===== src/alert_pkg.sv =====
// Constants, register map and types for the status and alert block.
package alert_pkg;

  // ****************************************************************
  // Register map (byte addresses on the plain register port)
  // ****************************************************************
  localparam logic [7:0] ADDR_STATUS   = 8'h01;
  localparam logic [7:0] ADDR_MASK     = 8'h03;
  localparam logic [7:0] ADDR_GPIO     = 8'h0B;
  localparam logic [7:0] ADDR_CTRL     = 8'h0C;
  localparam logic [7:0] ADDR_DEGLITCH = 8'h0D;
  localparam logic [7:0] ADDR_IDLE     = 8'h0E;
  localparam logic [7:0] ADDR_CLEAR    = 8'h0F;

  // ****************************************************************
  // Field positions
  // ****************************************************************
  localparam int ST_BUS        = 0;
  localparam int ST_IDLE       = 1;
  localparam int ST_SLEEP      = 2;
  localparam int ST_EXT_LSB    = 3;
  localparam int NUM_EXT       = 5;
  localparam int NUM_STATUS    = 8;
  localparam int MASK_PIN_EN   = 8;
  localparam int CTRL_DRV_EN   = 0;
  localparam int CTRL_DIR      = 1;
  localparam int CTRL_SMOKE    = 2;
  localparam logic [1:0] GPIO_FUNC_ALERT = 2'h2;

  // ****************************************************************
  // Reset values
  // ****************************************************************
  localparam logic [8:0] MASK_RST     = 9'h000;
  localparam logic [1:0] GPIO_RST     = 2'h0;
  localparam logic [2:0] CTRL_RST     = 3'h0;
  localparam logic [4:0] DEGLITCH_RST = 5'h00;
  localparam logic [9:0] IDLE_RST     = 10'h001;

  // ****************************************************************
  // Timing
  // ****************************************************************
  localparam int CORE_CLK_MHZ    = 200;
  localparam int DEGLITCH_MAX_MS = 20;
  // 32.768 ticks per millisecond, rounded up so the filter never
  // runs short of the programmed time.
  localparam logic [5:0] TICKS_PER_MS = 6'h21;
  localparam int IDLE_UNIT_US    = 100;
  localparam int IDLE_UNIT_CYCLES = IDLE_UNIT_US * CORE_CLK_MHZ;
  localparam logic [9:0] IDLE_MIN_UNITS = 10'h001;
  localparam logic [9:0] IDLE_MAX_UNITS = 10'h3E8;
  localparam logic [9:0] DG_CNT_MAX     = 10'h3FF;

  // Role of the host alert pin.
  typedef enum logic [2:0] {
    MODE_ALERT  = 3'b001,
    MODE_MIRROR = 3'b010,
    MODE_INPUT  = 3'b100
  } pin_mode_t;

endpackage


===== src/deglitch_if.sv =====
// Interface between the alert block and its deglitch filter.
`timescale 1ns/1ps
interface deglitch_if;
  logic       tick;
  logic       sample;
  logic [9:0] limit;
  logic       level;
  logic [9:0] count;

  modport filt (input tick, input sample, input limit,
                output level, output count);
  modport ctl  (output tick, output sample, output limit,
                input level, input count);
endinterface


===== src/bus_deglitch.sv =====
// Digital deglitch filter for the synchronised bus comparator.
`timescale 1ns/1ps
module bus_deglitch
(
  input  wire logic core_clk,
  input  wire logic reset_n,
  deglitch_if.filt  dg
);

  logic [9:0] cnt_q;
  logic       level_q;

  // ****************************************************************
  // Run of high samples, counted in 32 kHz ticks
  // ****************************************************************
  // A low sample restarts the run, so a burst of noise never adds up.
  always_ff @(posedge core_clk or negedge reset_n)
  begin
    if (!reset_n)
    begin
      cnt_q   <= 10'h000;
      level_q <= 1'b0;
    end
    else if (dg.tick)
    begin
      if (!dg.sample)
      begin
        cnt_q   <= 10'h000;
        level_q <= 1'b0;
      end
      else
      begin
        if (cnt_q != alert_pkg::DG_CNT_MAX)
          cnt_q <= cnt_q + 10'h001;
        // One spare bit keeps the saturated count from wrapping to zero.
        level_q <= ({1'b0, cnt_q} + 11'h001)
                   >= {1'b0, dg.limit};
      end
    end
  end

  assign dg.level = level_q;
  assign dg.count = cnt_q;
endmodule


===== src/alert_top.sv =====
// Status latch, alert routing and bus receiver of the alarm front end.
`timescale 1ns/1ps

// Summary of operation
// - Bus comparator synchronised to 32 kHz first.
// - Deglitch length programmable from 0 to 20 ms.
// - Deglitched bus seen on alert pin, status.
// - Deglitched bus high latches the bus flag.
// - Bus driven high during smoke, low after.
// - Status bits latch when their condition occurs.
// - Mask bit lets each status bit alert.
// - Alert on general pin only when function 0x2.
// - Alert on host pin only when enabled.
// - Status read clears only vanished conditions.
// - Bus driver enabled disconnects alert output.
// - Driver on, direction 0: pin mirrors bus.
// - Driver on, direction 1: pin steers driver.
// - Boost idle time compared to programmed threshold.
// - Sleep timer expiry latches sleep done flag.
module alert_top
#(
  parameter int IDLE_UNIT_CYCLES = alert_pkg::IDLE_UNIT_CYCLES
)
(
  input  wire logic        core_clk,
  input  wire logic        reset_n,
  input  wire logic [7:0]  reg_addr,
  input  wire logic [15:0] reg_wdata,
  input  wire logic        reg_wr,
  input  wire logic        reg_rd,
  output logic      [15:0] reg_rdata,
  input  wire logic        clk32k_in,
  input  wire logic        bus_comp_in,
  input  wire logic        boost_sw_in,
  input  wire logic [4:0]  cond_in,
  input  wire logic        sleep_done_in,
  input  wire logic        host_alert_i,
  output logic             host_alert_o,
  output logic             host_alert_oe,
  output logic             gpio_o,
  output logic             gpio_oe,
  output logic             bus_drive_o,
  output logic             bus_drive_oe,
  output logic             irq
);

  localparam int NS = alert_pkg::NUM_STATUS;

  // ****************************************************************
  // Decoding shared by the pin logic and its checks
  // ****************************************************************
  function automatic alert_pkg::pin_mode_t pin_mode
    (input logic drv_en, input logic dir);
    if (!drv_en)
      pin_mode = alert_pkg::MODE_ALERT;
    else if (!dir)
      pin_mode = alert_pkg::MODE_MIRROR;
    else
      pin_mode = alert_pkg::MODE_INPUT;
  endfunction

  logic [NS-1:0] status_q;
  logic [NS-1:0] cond;
  logic [8:0]    mask_q;
  logic [1:0]    gpio_func_q;
  logic [2:0]    ctrl_q;
  logic [4:0]    dg_ms_q;
  logic [9:0]    idle_thr_q;
  logic [15:0]   rdata_q;
  logic          rd_status;
  logic          clr_wr;
  logic [NS-1:0] clr_bits;
  logic          alert_any;

  // ****************************************************************
  // Pin synchronisers
  // ****************************************************************
  // Every pin but sleep_done_in passes two flops; only the second stage is read.
  logic [8:0] pin_s1_q;
  logic [8:0] pin_s2_q;
  logic       clk32_d_q;
  logic       bsw_d_q;
  logic [8:0] pin_raw;

  assign pin_raw = {host_alert_i, cond_in, boost_sw_in, bus_comp_in,
                    clk32k_in};

  always_ff @(posedge core_clk or negedge reset_n)
  begin
    if (!reset_n)
    begin
      pin_s1_q  <= 9'h000;
      pin_s2_q  <= 9'h000;
      clk32_d_q <= 1'b0;
      bsw_d_q   <= 1'b0;
    end
    else
    begin
      pin_s1_q  <= pin_raw;
      pin_s2_q  <= pin_s1_q;
      clk32_d_q <= pin_s2_q[0];
      bsw_d_q   <= pin_s2_q[2];
    end
  end

  // ****************************************************************
  // Bus receiver: 32 kHz sampling and deglitch
  // ****************************************************************
  logic tick32;
  logic comp32_q;
  logic tick_d_q;

  assign tick32 = pin_s2_q[0] && !clk32_d_q;

  // Comparator is resampled on the 32 kHz edge before filtering.
  always_ff @(posedge core_clk or negedge reset_n)
  begin
    if (!reset_n)
    begin
      comp32_q <= 1'b0;
      tick_d_q <= 1'b0;
    end
    else
    begin
      tick_d_q <= tick32;
      if (tick32)
        comp32_q <= pin_s2_q[1];
    end
  end

  deglitch_if dgi ();
  assign dgi.tick   = tick_d_q;
  assign dgi.sample = comp32_q;
  assign dgi.limit  = 10'(dg_ms_q * alert_pkg::TICKS_PER_MS);

  bus_deglitch u_dg
  (
    .core_clk (core_clk),
    .reset_n  (reset_n),
    .dg       (dgi)
  );

  // ****************************************************************
  // Boost idle timer
  // ****************************************************************
  // Prescaler in 100 us units; the toggle of the switch node restarts.
  logic [15:0] pre_q;
  logic [9:0]  idle_q;
  logic        bsw_edge;

  assign bsw_edge = pin_s2_q[2] ^ bsw_d_q;

  always_ff @(posedge core_clk or negedge reset_n)
  begin
    if (!reset_n)
    begin
      pre_q  <= 16'h0000;
      idle_q <= 10'h000;
    end
    else if (bsw_edge)
    begin
      pre_q  <= 16'h0000;
      idle_q <= 10'h000;
    end
    else if (pre_q == 16'(IDLE_UNIT_CYCLES - 1))
    begin
      pre_q <= 16'h0000;
      if (idle_q != alert_pkg::IDLE_MAX_UNITS)
        idle_q <= idle_q + 10'h001;
    end
    else
      pre_q <= pre_q + 16'h0001;
  end

  // ****************************************************************
  // Status conditions and sticky bits
  // ****************************************************************
  assign cond[alert_pkg::ST_BUS]   = dgi.level;
  assign cond[alert_pkg::ST_IDLE]  = idle_q >= idle_thr_q;
  assign cond[alert_pkg::ST_SLEEP] = sleep_done_in;
  assign cond[NS-1:alert_pkg::ST_EXT_LSB] = pin_s2_q[7:3];

  assign rd_status = reg_rd && reg_addr == alert_pkg::ADDR_STATUS;
  assign clr_wr    = reg_wr && reg_addr == alert_pkg::ADDR_CLEAR;
  assign clr_bits  = clr_wr ? reg_wdata[NS-1:0] : {NS{1'b0}};

  // A live condition wins over a read or a clear in the same cycle.
  genvar gi;
  generate
    for (gi = 0; gi < NS; gi++)
    begin : g_status
      always_ff @(posedge core_clk or negedge reset_n)
      begin
        if (!reset_n)
          status_q[gi] <= 1'b0;
        else if (cond[gi])
          status_q[gi] <= 1'b1;
        else if (rd_status || clr_bits[gi])
          status_q[gi] <= 1'b0;
      end
    end
  endgenerate

  // ****************************************************************
  // Register writes
  // ****************************************************************
  always_ff @(posedge core_clk or negedge reset_n)
  begin
    if (!reset_n)
    begin
      mask_q      <= alert_pkg::MASK_RST;
      gpio_func_q <= alert_pkg::GPIO_RST;
      ctrl_q      <= alert_pkg::CTRL_RST;
      dg_ms_q     <= alert_pkg::DEGLITCH_RST;
      idle_thr_q  <= alert_pkg::IDLE_RST;
    end
    else if (reg_wr)
    begin
      case (reg_addr)
        alert_pkg::ADDR_MASK:     mask_q      <= reg_wdata[8:0];
        alert_pkg::ADDR_GPIO:     gpio_func_q <= reg_wdata[1:0];
        alert_pkg::ADDR_CTRL:     ctrl_q      <= reg_wdata[2:0];
        alert_pkg::ADDR_DEGLITCH:
          // Settings beyond the longest filter time are clamped.
          if (reg_wdata[4:0] > 5'(alert_pkg::DEGLITCH_MAX_MS))
            dg_ms_q <= 5'(alert_pkg::DEGLITCH_MAX_MS);
          else
            dg_ms_q <= reg_wdata[4:0];
        alert_pkg::ADDR_IDLE:
          if (reg_wdata[9:0] < alert_pkg::IDLE_MIN_UNITS)
            idle_thr_q <= alert_pkg::IDLE_MIN_UNITS;
          else if (reg_wdata[9:0] > alert_pkg::IDLE_MAX_UNITS)
            idle_thr_q <= alert_pkg::IDLE_MAX_UNITS;
          else
            idle_thr_q <= reg_wdata[9:0];
        default: ;
      endcase
    end
  end

  // ****************************************************************
  // Register reads: data stand only in the cycle after the strobe
  // ****************************************************************
  always_ff @(posedge core_clk or negedge reset_n)
  begin
    if (!reset_n)
      rdata_q <= 16'h0000;
    else if (!reg_rd)
      rdata_q <= 16'h0000;
    else
    begin
      case (reg_addr)
        alert_pkg::ADDR_STATUS:   rdata_q <= {8'h00, status_q};
        alert_pkg::ADDR_MASK:     rdata_q <= {7'h00, mask_q};
        alert_pkg::ADDR_GPIO:     rdata_q <= {14'h0000, gpio_func_q};
        alert_pkg::ADDR_CTRL:     rdata_q <= {13'h0000, ctrl_q};
        alert_pkg::ADDR_DEGLITCH: rdata_q <= {11'h000, dg_ms_q};
        alert_pkg::ADDR_IDLE:     rdata_q <= {6'h00, idle_thr_q};
        default:                  rdata_q <= 16'h0000;
      endcase
    end
  end

  assign reg_rdata = rdata_q;

  // ****************************************************************
  // Alert routing and pin drivers
  // ****************************************************************
  alert_pkg::pin_mode_t mode;
  logic host_o_q;
  logic host_oe_q;
  logic gpio_q;
  logic gpio_oe_q;
  logic bus_q;
  logic irq_q;

  assign alert_any = |(status_q & mask_q[NS-1:0]);
  assign mode = pin_mode(ctrl_q[alert_pkg::CTRL_DRV_EN],
                         ctrl_q[alert_pkg::CTRL_DIR]);

  // Host pin role follows the bus driver settings.
  always_ff @(posedge core_clk or negedge reset_n)
  begin
    if (!reset_n)
    begin
      host_o_q  <= 1'b0;
      host_oe_q <= 1'b0;
    end
    else
    begin
      case (mode)
        alert_pkg::MODE_ALERT:
        begin
          host_oe_q <= 1'b1;
          host_o_q  <= dgi.level ||
            (alert_any && mask_q[alert_pkg::MASK_PIN_EN]);
        end
        alert_pkg::MODE_MIRROR:
        begin
          host_oe_q <= 1'b1;
          host_o_q  <= dgi.level;
        end
        default:
        begin
          host_oe_q <= 1'b0;
          host_o_q  <= 1'b0;
        end
      endcase
    end
  end

  // General pin, level interrupt and bus driver.
  always_ff @(posedge core_clk or negedge reset_n)
  begin
    if (!reset_n)
    begin
      gpio_q    <= 1'b0;
      gpio_oe_q <= 1'b0;
      bus_q     <= 1'b0;
      irq_q     <= 1'b0;
    end
    else
    begin
      gpio_oe_q <= gpio_func_q == alert_pkg::GPIO_FUNC_ALERT;
      gpio_q    <= alert_any &&
                   gpio_func_q == alert_pkg::GPIO_FUNC_ALERT;
      irq_q     <= alert_any;
      // Smoke comes from software, or from the host pin as input.
      if (mode == alert_pkg::MODE_INPUT)
        bus_q <= pin_s2_q[8];
      else
        bus_q <= ctrl_q[alert_pkg::CTRL_SMOKE];
    end
  end

  assign host_alert_o  = host_o_q;
  assign host_alert_oe = host_oe_q;
  assign gpio_o        = gpio_q;
  assign gpio_oe       = gpio_oe_q;
  assign bus_drive_o   = bus_q;
  assign bus_drive_oe  = ctrl_q[alert_pkg::CTRL_DRV_EN];
  assign irq           = irq_q;
endmodule


===== config.mk =====
export PLATFORM = sky130hd
export DESIGN_NAME = alert_top
export DESIGN_NICKNAME = d
export VERILOG_FILES = /design/src/alert_pkg.sv /design/src/deglitch_if.sv /design/src/bus_deglitch.sv /design/src/alert_top.sv
export SDC_FILE = /design/constraint.sdc
export NUM_CORES = 1
export LEC_CHECK = 0
export BUFFER_PORTS_ARGS = -buffer_cell sky130_fd_sc_hd__buf_2
export CAP_MARGIN = 20
export CORE_MARGIN = 2
export CORE_UTILIZATION = 53
export CTS_CLUSTER_DIAMETER = 40
export CTS_CLUSTER_SIZE = 12
export DETAILED_ROUTE_END_ITERATION = 10
export GPL_ROUTABILITY_DRIVEN = 1
export MAX_ROUTING_LAYER = met4
export PLACE_DENSITY = 0.85
export SYNTH_ARGS = -nofsm -noshare
export SYNTH_HDL_FRONTEND = slang
export SYNTH_HIERARCHICAL = 1
export SYNTH_SLANG_ARGS = --single-unit

===== constraint.sdc =====
create_clock -name core_clk -period 2.25 [get_ports core_clk]
set_clock_uncertainty 0.1 [all_clocks]
set_input_delay 0.675 -clock core_clk [delete_from_list [all_inputs] [get_ports core_clk]]
set_output_delay 0.675 -clock core_clk [all_outputs]
set_load 0.02 [all_outputs]

==> impl_results.md <==
* Post-synthesis sequential area ratio at 50.5%
* Synth area leaders: dfrtp_1, ha_1, mux2_2, nand2_1, a21oi_1
* Full die area at 11300 µm²
* CP arrival at 2.41 ns
* Iter 0 DRT Violations at 288
* CTS sink cnt at 112
* Worst r2r path cells at 9
* Hold WS at 0.131 ns
* DRT Pass-1 Iters at 5
* Slowest stage delay, CP at 0.45 ns
* RD Place Congestion at 0.984
* Dpl hpwl at 9240 µm
* IO buf count at 48
* PD cells at 607 nW/µm²
* Req. time, crit path at 2.44 ns
* Core Area at 10200 µm²
* H-tree depth at 3
* Final hold viol count at 0
* Share of the synthesized area in the top cell type at 50.0%
* Number of flops mapped to enable cells by yosys at 0
* Post-synth top flop: dfrtp_1
* Pin count of the biggest net entering global routing at 34
* Fmax at 451 MHz
* Worst skew pair latency at 0.38 ns
* Largest fanout on the critical path at 4
* Filler cells at 805
* Vias in the first global route at 4447
* Routed length per placed instance at 17.4 µm
* R2r setup slk at 0.04 ns
* Syn Std Cell Area at 5560 µm²
* Final period util at 98.4%
* Clock slew seen by the registers of the worst setup and hold paths at 0.12 ns
* Min Tclk post-route at 2.21 ns
* Starting Density at 54.3%
* Critical-path top delay cell: dfrtp_1
* Leak at 2.91 nW
* Ys async rst share at 100%
* Max-slew violation count at 0
* Post-synthesis register bit count at 112
* Grt ovf at 0
* Crit end category: flip-flop
* Worst r2r src: u_dg/dg.count[4]
* Root Driver: clkbuf_8
* Die X at 106 µm
* Crit-path cells: and3_4 > buf_4 > nand3_1 > nand2_2 > ha_4 > nand2_1 > nor4_2 > o2111ai_1 > a31oi_1
* DR vias/cell at 5.98
* Global-route wire length before repair at 21300 µm
* Die height at 106 µm
* Share of cells above drive strength 1 at 25.5%
* Syn Area/Cell at 10.5 µm²
* Antenna viol nets, final at 0
* Cell Rows at 37
* Hold Buf Count CTS at 0
* Tot GR Track Use at 24.5%
* Post-synth top area cell: dfrtp_1
* CTS max path bufs at 2
* Antenna Cells at 0
* YS warnings at 6
* Status: finished clean
* VDD IR max at 0.000383 V
* Reg-to-Reg End: u_dg/dg.level
* Setup total negative slack at 0 ns
* Util after Layout at 62.7%
* Area growth, synth to finish at 15.6%
* Post-synth cell types at 62
* IO Pins at 61
* Critical path class: reg2reg
* Setup ws final at 0.0351 ns
* Inserted Clock Buffers at 9
* Pre-CTS setup slack at -0.224 ns
* Crit path launch type: flip-flop
* Max Cap Viol at 0
* RSZ-0062 raised after global routing: yes
* Final WL at 13000 µm
* Number of remaining DRC errors at 0
* Vias at 4449
* Final setup fails at 0
* CTS tree: built
* Initial antenna violation count at 0
* Cells after Synth at 527
* Hold WC Path Type: in2async
* Layout Nets at 665
==> metal layers <==
| layer | wire [µm] | vias up | GRT usage, % |
|---|---|---|---|
| met2 | 6380 | 176 | 39.7 |
| met1 | 5500 | 2206 | 31.7 |
| li1 | - | 2035 | - |
| met3 | 863 | 32 | 5.09 |
| met5 | 0 | - | - |
| met4 | 224 | 0 | 6.02 |
==> area by class of cell <==
type | instances | area [µm²] | area share [%]
clock buffers | 9 | 124 | 1.93
clock inverters | 7 | 78.8 | 1.23
inverters | 30 | 113 | 1.75
multi-input cells | 367 | 2590 | 40.3
flip-flops and latches | 112 | 2800 | 43.7
well taps | 136 | 170 | 2.65
repair buffers | 83 | 543 | 8.46
==> sequential cells by signal (all words and copies together), names as in the netlist, 5 cells and up <==
name           flops
dg_ms_q            5
idle_q            10
idle_thr_q        10
mask_q             9
pin_s1_q           9
pin_s2_q           9
pre_q             16
reg_rdata         10
status_q           8
u_dg/dg.count     10
==> per-stage QoR <==
stage,total power [W],instances,cell area (µm²)
after floorplan,0.00246,532,5580
after global placement,0.00266,724,6130
after detailed placement,0.00269,724,6130
after CTS,0.00392,740,6340
after global routing,0.00407,744,6420
final,0.00390,744,6420
==> cell usage after synthesis, types with 6 or more instances <==
cell,instances
dfrtp_1,111
nand2_1,52
inv_1,29
nor2_1,29
a21oi_1,26
ha_1,24
mux2_2,22
nand3_1,22
o21ai_0,21
nand4_1,14
xnor2_1,12
mux2i_1,11
a22oi_1,9
xor2_1,9
a31o_2,8
clkbuf_1,8
nand2b_1,8
nor4_1,8
buf_4,7
nor3_1,6
==> where the power goes <==
part | switching (W) | internal [W] | total, W
registers | 0.0000752 | 0.00210 | 0.00217
clock network | 0.000775 | 0.000454 | 0.00123
logic | 0.000297 | 0.000199 | 0.000495
total | 0.00115 | 0.00275 | 0.00390
==> cell usage in the layout, fill, tap and decap left out, types with 22 or more instances in the layout <==
cell type and instances:
mux2_2 22, inv_1 29, nand2_1 49, buf_2 47, dfrtp_1 111, ha_1 22, buf_4 33, a21oi_1 26
nor2_1 29
==> worst max-delay path by stage <==
stage                           startpoint       endpoint  slack, ns  cells after the start
after global routing      u_dg/dg.count[0]  u_dg/dg.level      -0.03                      9
after detailed placement       reg_addr[5]      mask_q[1]      -0.22                      5
after CTS                 u_dg/dg.count[3]  u_dg/dg.level       0.02                      9
after floorplan                reg_addr[5]     dg_ms_q[4]      -0.20                      5
after global placement         reg_addr[5]    status_q[4]      -0.21                      6
final                     u_dg/dg.count[4]  u_dg/dg.level       0.04                      9
==> kinds of logic (layout without fill, tap and decap cells) <==
| family | Yosys count | after routing | share of synthesized area, % |
|---|---|---|---|
| and+or+nand+nor | 182 | 182 | 17.7 |
| DFF | 112 | 112 | 50.5 |
| AOI/OAI and AO/OA | 100 | 100 | 11.9 |
| buffers and inverters | 53 | 129 | 4.44 |
| muxes | 34 | 34 | 6.71 |
| adders and majority gates | 24 | 24 | 5.41 |
| xor gates and xnor gates | 21 | 21 | 3.31 |
| other | 1 | 6 | 0.0675 |
==> worst max-delay path, delay by kind of cell (launching register included) <==
| family | cells | cell delay (ns) |
|---|---|---|
| adders and majority gates | 1 | 0.27 |
| and+or+nand+nor | 5 | 0.80 |
| DFF | 1 | 0.45 |
| AOI/OAI and AO/OA | 2 | 0.37 |
| buffers and inverters | 1 | 0.14 |
==> timing repair <==
action | in CTS | in global routing
gates cloned | 0 | 0
gates resized for setup | 3 | 9
setup buffers | 0 | 4
setup endpoints to repair | 1 | 3
pin swaps | 0 | 9
endpoints found under the hold margin | 0 | 0
Note: power is estimated with default switching activity, not from simulation.
